## src/rtl/port_cfg_pkg.sv

```systemverilog
package port_cfg_pkg;
  // ------------------------------------------------------------
  // register byte offsets
  // ------------------------------------------------------------
  localparam logic [7:0] KEYPAD_MASK_OFS = 8'h86;
  localparam logic [7:0] PORT2_MODE_ONE_OFS = 8'hA4;
  localparam logic [7:0] PORT2_MODE_TWO_OFS = 8'hA8;
  localparam logic [7:0] AUX_CONTROL_OFS = 8'hAC;
  localparam logic [7:0] POWER_CTRL_OFS = 8'hB0;
  // ------------------------------------------------------------
  // field positions
  // ------------------------------------------------------------
  localparam int P2_HYST_BIT = 7;
  localparam int P1_HYST_BIT = 6;
  localparam int P0_HYST_BIT = 5;
  localparam int CLK_OUT_EN_BIT = 4;
  localparam int T1_TOGGLE_BIT = 3;
  localparam int T0_TOGGLE_BIT = 2;
  localparam int KEYPAD_FLAG_BIT = 1;
  localparam int KEYPAD_IRQ_EN_BIT = 0;
  localparam int IDLE_BIT = 0;
  localparam int POWER_DOWN_BIT = 1;
  // ------------------------------------------------------------
  // reset values and counts
  // ------------------------------------------------------------
  localparam logic [7:0] REG_RESET = 8'h00;
  localparam int CLK_OUT_DIV = 6;
  localparam int CLK_OUT_HALF = CLK_OUT_DIV / 2;
  // ------------------------------------------------------------
  // pin output modes
  // ------------------------------------------------------------
  typedef enum logic [1:0] {
    MODE_QUASI = 2'b00,
    MODE_PUSH_PULL = 2'b01,
    MODE_INPUT_ONLY = 2'b10,
    MODE_OPEN_DRAIN = 2'b11
  } pin_mode_t;
endpackage

```

## src/rtl/pin_mode_drive.sv

```systemverilog
`timescale 1ns/1ps
`default_nettype none
module pin_mode_drive
  import port_cfg_pkg::*;
(
  input wire logic [1:0] mode_i,
  input wire logic latch_i,
  output logic out_o,
  output logic oe_o,
  output logic weak_pullup_o
);
  pin_mode_t mode;
  assign mode = pin_mode_t'(mode_i);
  // drive value is low except push-pull with the latch high
  assign out_o = latch_i & (mode == MODE_PUSH_PULL);
  always_comb begin
    oe_o = 1'b0;
    weak_pullup_o = 1'b0;
    unique case (mode)
      MODE_QUASI: begin
        oe_o = ~latch_i;
        weak_pullup_o = latch_i;
      end
      MODE_PUSH_PULL: begin
        oe_o = 1'b1;
      end
      MODE_INPUT_ONLY: begin
        oe_o = 1'b0;
      end
      MODE_OPEN_DRAIN: begin
        oe_o = ~latch_i;
      end
    endcase
  end
endmodule // pin_mode_drive
`default_nettype wire

```

## src/rtl/pin_sync3.sv

```systemverilog
`timescale 1ns/1ps
`default_nettype none
module pin_sync3 #(
  parameter int WIDTH = 8
) (
  input wire logic clk_i,
  input wire logic rst_i,
  input wire logic [WIDTH-1:0] pin_i,
  output logic [WIDTH-1:0] level_o
);
  logic [WIDTH-1:0] s1_q;
  logic [WIDTH-1:0] s2_q;
  logic [WIDTH-1:0] s3_q;
  logic [WIDTH-1:0] level_q;
  logic [WIDTH-1:0] agree;
  assign agree = ~(s2_q ^ s3_q);
  assign level_o = level_q;
  always_ff @(posedge clk_i) begin
    s1_q <= pin_i;
    s2_q <= s1_q;
    s3_q <= s2_q;
    if (rst_i) begin
      level_q <= {WIDTH{1'b1}};
    end else begin
      level_q <= (agree & s3_q) | (~agree & level_q);
    end
  end
endmodule // pin_sync3
`default_nettype wire

```

## src/rtl/port_input_config_keypad_wake.sv

```systemverilog
// Decided for this implementation: register access over Wishbone.
`timescale 1ns/1ps
`default_nettype none
module port_input_config_keypad_wake
  import port_cfg_pkg::*;
#(
  parameter int PIN_COUNT = 8
) (
  input wire logic clk_i,
  input wire logic rst_i,
  // wishbone slave
  input wire logic wb_cyc_i,
  input wire logic wb_stb_i,
  input wire logic wb_we_i,
  input wire logic [7:0] wb_adr_i,
  input wire logic [3:0] wb_sel_i,
  input wire logic [31:0] wb_dat_i,
  output logic [31:0] wb_dat_o,
  output logic wb_ack_o,
  output logic wb_err_o,
  // keypad port 0
  input wire logic [PIN_COUNT-1:0] port0_pin_i,
  // oscillator, timers and port 2 latches
  input wire logic rc_or_ext_clock_i,
  input wire logic timer0_toggle_i,
  input wire logic timer1_toggle_i,
  input wire logic [1:0] port2_latch_i,
  // pad controls
  output logic port0_hysteresis_sel_o,
  output logic port1_hysteresis_sel_o,
  output logic port2_hysteresis_sel_o,
  output logic clock_out_o,
  output logic clock_out_oe_o,
  output logic timer0_pin_o,
  output logic timer0_pin_oe_o,
  output logic timer1_pin_o,
  output logic timer1_pin_oe_o,
  output logic [1:0] port2_out_o,
  output logic [1:0] port2_oe_o,
  output logic [1:0] port2_weak_pullup_o,
  // core side
  output logic keypad_irq_o,
  output logic wake_o,
  output logic async_wake_o,
  output logic idle_o,
  output logic power_down_o
);
  // ------------------------------------------------------------
  // elaboration check
  // ------------------------------------------------------------
  if (PIN_COUNT < 1 || PIN_COUNT > 8) begin : g_bad_width
    $error("PIN_COUNT must be 1 to 8");
  end
  // clock divider counts half periods in a 3-bit counter
  if (CLK_OUT_DIV < 2 || CLK_OUT_DIV % 2 != 0) begin : g_bad_div
    $error("CLK_OUT_DIV must be even and at least 2");
  end
  if (CLK_OUT_HALF > 8) begin : g_bad_half
    $error("CLK_OUT_HALF must fit the 3-bit divider");
  end
  // read words pack these fields at fixed low positions
  if (KEYPAD_FLAG_BIT != 1 || KEYPAD_IRQ_EN_BIT != 0) begin : g_bad_aux
    $error("aux_control_reg fields must sit at bits 1 and 0");
  end
  if (IDLE_BIT > 1 || POWER_DOWN_BIT > 1 || IDLE_BIT == POWER_DOWN_BIT) begin : g_bad_power
    $error("power control fields must be bits 0 and 1");
  end

  // ------------------------------------------------------------
  // registers
  // ------------------------------------------------------------
  logic [7:0] keypad_pin_enable_mask_q;
  logic [7:0] port2_mode_one_q;
  logic [7:0] port2_mode_two_q;
  logic keypad_event_flag_q;
  logic keypad_event_flag_d;
  logic keypad_irq_en_q;
  logic [1:0] power_ctrl_q;
  logic [1:0] power_ctrl_d;
  logic ack_q;
  logic err_q;
  logic [31:0] rdata_q;
  logic [2:0] div_cnt_q;
  logic clk_div_q;

  // ------------------------------------------------------------
  // bus decode
  // ------------------------------------------------------------
  logic req;
  logic hit_mask;
  logic hit_mode_one;
  logic hit_mode_two;
  logic hit_aux;
  logic hit_power;
  logic hit_any;
  logic wr_lane0;
  logic [31:0] rdata_d;
  assign req = wb_cyc_i & wb_stb_i & ~ack_q & ~err_q;
  assign hit_mask = (wb_adr_i == KEYPAD_MASK_OFS);
  assign hit_mode_one = (wb_adr_i == PORT2_MODE_ONE_OFS);
  assign hit_mode_two = (wb_adr_i == PORT2_MODE_TWO_OFS);
  assign hit_aux = (wb_adr_i == AUX_CONTROL_OFS);
  assign hit_power = (wb_adr_i == POWER_CTRL_OFS);
  assign hit_any = hit_mask | hit_mode_one | hit_mode_two | hit_aux | hit_power;
  assign wr_lane0 = req & hit_any & wb_we_i & wb_sel_i[0];

  logic [7:0] aux_read;
  assign aux_read = {6'h00, keypad_event_flag_q, keypad_irq_en_q};
  assign rdata_d = hit_mask ? {24'h000000, keypad_pin_enable_mask_q} :
                   hit_mode_one ? {24'h000000, port2_mode_one_q} :
                   hit_mode_two ? {24'h000000, port2_mode_two_q} :
                   hit_aux ? {24'h000000, aux_read} :
                   hit_power ? {30'h00000000, power_ctrl_q} : 32'h00000000;

  always_ff @(posedge clk_i) begin
    if (rst_i) begin
      ack_q <= 1'b0;
      err_q <= 1'b0;
      rdata_q <= 32'h00000000;
    end else begin
      ack_q <= req & hit_any;
      err_q <= req & ~hit_any;
      rdata_q <= rdata_d;
    end
  end
  assign wb_ack_o = ack_q;
  assign wb_err_o = err_q;
  assign wb_dat_o = rdata_q;

  // ------------------------------------------------------------
  // configuration registers
  // ------------------------------------------------------------
  always_ff @(posedge clk_i) begin
    if (rst_i) begin
      keypad_pin_enable_mask_q <= REG_RESET;
      port2_mode_one_q <= REG_RESET;
      port2_mode_two_q <= REG_RESET;
      keypad_irq_en_q <= 1'b0;
    end else if (wr_lane0) begin
      if (hit_mask) begin
        keypad_pin_enable_mask_q <= wb_dat_i[7:0];
      end
      if (hit_mode_one) begin
        port2_mode_one_q <= wb_dat_i[7:0];
      end
      if (hit_mode_two) begin
        port2_mode_two_q <= wb_dat_i[7:0];
      end
      if (hit_aux) begin
        keypad_irq_en_q <= wb_dat_i[KEYPAD_IRQ_EN_BIT];
      end
    end
  end

  // ------------------------------------------------------------
  // input hysteresis selection
  // ------------------------------------------------------------
  assign port2_hysteresis_sel_o = port2_mode_one_q[P2_HYST_BIT];
  assign port1_hysteresis_sel_o = port2_mode_one_q[P1_HYST_BIT];
  assign port0_hysteresis_sel_o = port2_mode_one_q[P0_HYST_BIT];

  // ------------------------------------------------------------
  // clock output divider
  // ------------------------------------------------------------
  logic clock_out_enable;
  logic div_wrap;
  assign clock_out_enable = port2_mode_one_q[CLK_OUT_EN_BIT] & rc_or_ext_clock_i;
  assign div_wrap = (div_cnt_q == 3'(CLK_OUT_HALF - 1));
  always_ff @(posedge clk_i) begin
    if (rst_i || !clock_out_enable) begin
      div_cnt_q <= 3'h0;
      clk_div_q <= 1'b0;
    end else if (div_wrap) begin
      div_cnt_q <= 3'h0;
      clk_div_q <= ~clk_div_q;
    end else begin
      div_cnt_q <= div_cnt_q + 3'h1;
    end
  end
  // runs in idle too: divider is not gated by idle
  assign clock_out_o = clk_div_q;
  assign clock_out_oe_o = clock_out_enable;

  // ------------------------------------------------------------
  // timer toggle outputs
  // ------------------------------------------------------------
  assign timer1_pin_oe_o = port2_mode_one_q[T1_TOGGLE_BIT];
  assign timer0_pin_oe_o = port2_mode_one_q[T0_TOGGLE_BIT];
  assign timer1_pin_o = timer1_toggle_i & timer1_pin_oe_o;
  assign timer0_pin_o = timer0_toggle_i & timer0_pin_oe_o;

  // ------------------------------------------------------------
  // port 2 pin output modes
  // ------------------------------------------------------------
  for (genvar i = 0; i < 2; i++) begin : g_p2
    pin_mode_drive u_drive (
      .mode_i({port2_mode_one_q[i], port2_mode_two_q[i]}),
      .latch_i(port2_latch_i[i]),
      .out_o(port2_out_o[i]),
      .oe_o(port2_oe_o[i]),
      .weak_pullup_o(port2_weak_pullup_o[i])
    );
  end

  // ------------------------------------------------------------
  // keypad detection
  // ------------------------------------------------------------
  logic [PIN_COUNT-1:0] port0_level;
  logic [PIN_COUNT-1:0] mask_used;
  logic key_low;
  logic key_low_async;
  pin_sync3 #(.WIDTH(PIN_COUNT)) u_sync (
    .clk_i(clk_i),
    .rst_i(rst_i),
    .pin_i(port0_pin_i),
    .level_o(port0_level)
  );
  assign mask_used = keypad_pin_enable_mask_q[PIN_COUNT-1:0];
  assign key_low = |(mask_used & ~port0_level);
  assign key_low_async = |(mask_used & ~port0_pin_i);

  logic flag_clr;
  assign flag_clr = wr_lane0 & hit_aux & ~wb_dat_i[KEYPAD_FLAG_BIT];
  always_comb begin
    keypad_event_flag_d = keypad_event_flag_q;
    if (flag_clr) begin
      keypad_event_flag_d = 1'b0;
    end
    if (key_low) begin
      keypad_event_flag_d = 1'b1;
    end
  end
  always_ff @(posedge clk_i) begin
    if (rst_i) begin
      keypad_event_flag_q <= 1'b0;
    end else begin
      keypad_event_flag_q <= keypad_event_flag_d;
    end
  end
  assign keypad_irq_o = keypad_event_flag_q & keypad_irq_en_q;

  // ------------------------------------------------------------
  // power state and wake
  // ------------------------------------------------------------
  always_comb begin
    power_ctrl_d = power_ctrl_q;
    if (wr_lane0 && hit_power) begin
      power_ctrl_d = wb_dat_i[1:0];
    end
    if (keypad_irq_o) begin
      power_ctrl_d = 2'b00;
    end
  end
  always_ff @(posedge clk_i) begin
    if (rst_i) begin
      power_ctrl_q <= 2'b00;
    end else begin
      power_ctrl_q <= power_ctrl_d;
    end
  end
  assign idle_o = power_ctrl_q[IDLE_BIT];
  assign power_down_o = power_ctrl_q[POWER_DOWN_BIT];
  assign wake_o = keypad_irq_o & (idle_o | power_down_o);
  assign async_wake_o = key_low_async & keypad_irq_en_q & power_down_o;
endmodule // port_input_config_keypad_wake
`default_nettype wire

```

## config.mk

```make
export PLATFORM = sky130hd
export DESIGN_NAME = port_input_config_keypad_wake
export DESIGN_NICKNAME = d
export VERILOG_FILES = /design/src/rtl/port_cfg_pkg.sv /design/src/rtl/pin_mode_drive.sv /design/src/rtl/pin_sync3.sv /design/src/rtl/port_input_config_keypad_wake.sv
export SDC_FILE = /design/constraint.sdc
export NUM_CORES = 1
export LEC_CHECK = 0
export BUFFER_PORTS_ARGS = -buffer_cell sky130_fd_sc_hd__buf_4
export CORE_ASPECT_RATIO = 1.2
export CORE_MARGIN = 2
export CORE_UTILIZATION = 41
export CTS_BUF_LIST = sky130_fd_sc_hd__clkbuf_4
export DETAILED_ROUTE_END_ITERATION = 8
export PLACE_DENSITY = 0.66
export SLEW_MARGIN = 20
export SYNTH_ARGS = -nofsm -noshare
export SYNTH_HDL_FRONTEND = slang
export SYNTH_SLANG_ARGS = --single-unit
```

## constraint.sdc

```tcl
create_clock -name clk_i -period 2.8 [get_ports clk_i]
set_clock_uncertainty 0.1 [all_clocks]
set_input_delay 0.42 -clock clk_i [delete_from_list [all_inputs] [get_ports clk_i]]
set_output_delay 0.42 -clock clk_i [all_outputs]
set_load 0.01 [all_outputs]
```

==> metrics.md <==
| Metric | Value |
|---|---|
| Status | complete, no violations |
| Count of filler cells inserted in the layout | 700 |
| Final Hold Vio Count | 0 |
| Async SR Flop Fraction | 0 |
| Horizontal die dimension | roughly 83 µm |
| Total power | 0.00183 W |
| Post-synth top area share | 0.478 |
| Power per Cell Area | 492 nW/µm² |
| Clock slew at the register clock pins of the worst setup and hold paths | 0.10 ns |
| Fmax | around 0.43 GHz |
| Post-layout nets | about 450 |
| Worst-case clock buffer depth | 2 |
| Data arrival time of the critical path | between 1.5 and 2 ns |
| Area of the die | approximately 8300 µm² |
| Worst Reg2Reg Path Length in Cells | 5 |
| Average size of a mapped cell | between 9 and 10 µm² |
| Violation count after the first detailed-route iteration | between 100 and 150 |
| Number of register bits inferred by synthesis | 74 |
| Sequential fraction of the synthesis area | 0.478 |
| Max Slew Vio Count | 0 |
| CTS HTree Levels | 3 |
| Boundary Pins | ~120 |
| Beginning of the worst hold path | port0_pin_i[6] |
| Antenna violation net count after detailed routing | 0 |
| Max Fanout on Critical Path | 2 |
| CP endpoint kind | primary output |
| Initial core utilization | 0.426 |
| Top area cells in the synthesized netlist | sky130_fd_sc_hd__dfxtp_1, sky130_fd_sc_hd__mux2i_1, sky130_fd_sc_hd__buf_4 |
| Max-slew headroom | 0.492 |
| Worst path max stage delay | 0.53 ns |
| Number of clock sinks | 74 |
| Slowest stage cell on the critical path | sky130_fd_sc_hd__dlygate4sd3_1 |
| Antenna cells | 0 |
| Post-CTS Setup Repair Bufs | 0 |
| Fraction of the cycle the final worst path needs | 0.836 |
| Post-detailed-placement half-perimeter wirelength | approximately 4800 µm |
| Leak pwr | about 1.6 nW |
| Number of global-route vias before repair | roughly 2.2k |
| Flop-to-flop setup slack | between 0.8 and 0.9 ns |
| Type of the most critical hold path | primary input to flop |
| Wire length of the first global-routing pass | ~10000 µm |
| Wire length per cell after detailed routing | about 13 µm |
| Share of cells above drive strength 1 | 0.230 |
| Worst Path Class, Setup | primary input to primary output |
| Endpoint with the worst hold slack | u_sync.s1_q[6] |
| Core area | ~7300 µm² |
| Number of hold buffers added after CTS | 4 |
| R2R Path Start | wb_err_o |
| Routed vias | between 2k and 2.5k |
| Total wire length after detailed routing | 6430 µm |
| Largest net degree at the start of global routing | 47 |
| Routability cong. | roughly 0.81 |
| Dominant synthesized flop cell | sky130_fd_sc_hd__dfxtp_1 |
| CTS Buf Count | 9 |
| Average via count per standard cell | roughly 5 |
| Cell type with the highest occurrence count on the critical path | sky130_fd_sc_hd__buf_4 |
| Number of standard-cell rows in the floorplan | 34 |
| All-Layer GR Usage | 0.159 |
| Launch point of the worst path | port0_pin_i[2] |
| Initial DRT Pass Iterations | 4 |
| Required time of the critical path | between 2 and 2.5 ns |
| Die Ht | about 99 µm |
| Warning count from the yosys run | 0 |
| Buffer cell driving the clock tree root | sky130_fd_sc_hd__clkbuf_4 |
| Max-capacitance violation count | 0 |
| Total of endpoints with negative setup slack in the final report | 0 |
| Top cells by count, synth | sky130_fd_sc_hd__dfxtp_1, sky130_fd_sc_hd__nor2_1, sky130_fd_sc_hd__buf_4 |
| Post-Syn Instances | ~320 |
| Instance count along the most critical hold path | 1 |
| Initial antenna violation count | 0 |
| Total Neg Setup Slack | 0 ns |
| Grt ovf | 0 |
| Area growth from synthesis to layout | 19.7% |
| Transition time at the pin with the least slew margin | 0.752 ns |
| Cells along the critical path | dlygate4sd3_1 > buf_4 > o22ai_1 > nor4_1 > nor2_1 > buf_4 |
| Peak supply drop | ~0.26 mV |
| Endpoint of the lowest-slack register-to-register path | port2_mode_one_q[4] |
| Insertion delay of the later-clocked pin in the worst-skew pair | 0.41 ns |
| Post-synth design cell area | 3100 µm² |
| Launching element type of the critical path | primary input |
| Clock period minus worst slack | 2.34 ns |
| Most repeated cell in the gate-level netlist after synthesis | sky130_fd_sc_hd__dfxtp_1 |
| TritonCTS clock tree | done |
| Number of enable-type register cells in the synthesized netlist | 0 |
| Post-synth cell types | 42 |
| Post-CTS resize count | 0 |
| Unrepaired setup endpoints after global routing | no |
| Yosys top cell by area | sky130_fd_sc_hd__dfxtp_1 |
| Post-route DRC | 0 |
| Count of buffers from port buffering | 64 |
-- metal layers --
metal / up-vias / track usage / part of all wire
li1: 1183 / - / -
met1: 1088 / 0.190 / 0.43
met2: 70 / 0.267 / 0.49
met3: 11 / 0.0324 / 0.054
met4: 0 / 0.0870 / 0.022
met5: - / 0 / 0
-- report_power, final --
part           switching (W)  internal [W]  leakage (nW)
combinational      0.0000716     0.0000612         0.878
sequential         0.0000133       0.00108         0.607
clock               0.000332      0.000269        0.0719
total               0.000417       0.00141          1.56
-- worst max-delay path: cells and delay by family --
family                 cells  cell delay [ns]
AND/OR/NAND/NOR            2             0.51
buffers and inverters      3             0.80
AO/OA/AOI/OAI              1             0.09
-- logic make-up (layout without fill, tap and decap cells) --
group                      after synthesis  after routing  share of synthesized area
other                                    1             24                    0.00121
and+or+nand+nor                         98             98                      0.180
DFF                                     74             74                      0.478
AOI/OAI and AO/OA                       53             53                      0.115
buffers and inverters                   55            102                      0.103
adders and majority gates                8              8                     0.0323
muxes                                   28             28                     0.0904
-- area by class of cell --
type / count / area [µm²] / area share
Timing Repair Buffer: 72 / 551 / 0.148
Multi-Input combinational cell: 211 / 1390 / 0.373
Clock inverter: 4 / 45.0 / 0.0121
Tap cell: 90 / 113 / 0.0304
Sequential cell: 74 / 1480 / 0.399
Inverter: 16 / 60.1 / 0.0162
Clock buffer: 10 / 75.1 / 0.0202
-- how the worst max path moves through the flow --
stage | endpoint | slack, ns | cells past startpoint
after floorplan | port2_mode_one_q[7] | 0.65 | 5
after global placement | port2_mode_one_q[0] | 0.38 | 6
after detailed placement | port2_mode_one_q[7] | 0.37 | 6
after CTS | async_wake_o | 0.47 | 6
after global routing | async_wake_o | 0.38 | 6
final | async_wake_o | 0.46 | 6
-- through the flow --
stage	cells	hold WS, ns	util	setup slack (ns)	area (µm²)
after floorplan	340	0.210	-	0.650	3190
after global placement	459	0.211	0.488	0.379	3550
after detailed placement	459	0.213	0.488	0.372	3550
after CTS	477	0.00404	0.510	0.470	3710
after global routing	477	0.0115	0.510	0.377	3710
final	477	0.0337	0.510	0.459	3710
-- layout by cell type, fill, tap and decap left out, types with 9 or more instances in the layout --
master / synthesis / final
sky130_fd_sc_hd__dfxtp_1: 74 / 74
sky130_fd_sc_hd__conb_1: 1 / 24
sky130_fd_sc_hd__and2_1: 9 / 9
sky130_fd_sc_hd__buf_4: 30 / 68
sky130_fd_sc_hd__nor2_1: 44 / 44
sky130_fd_sc_hd__clkbuf_4: 0 / 10
sky130_fd_sc_hd__inv_1: 16 / 16
sky130_fd_sc_hd__a21oi_1: 14 / 14
sky130_fd_sc_hd__mux2i_1: 28 / 28
Power figures use the tool's default switching activity.
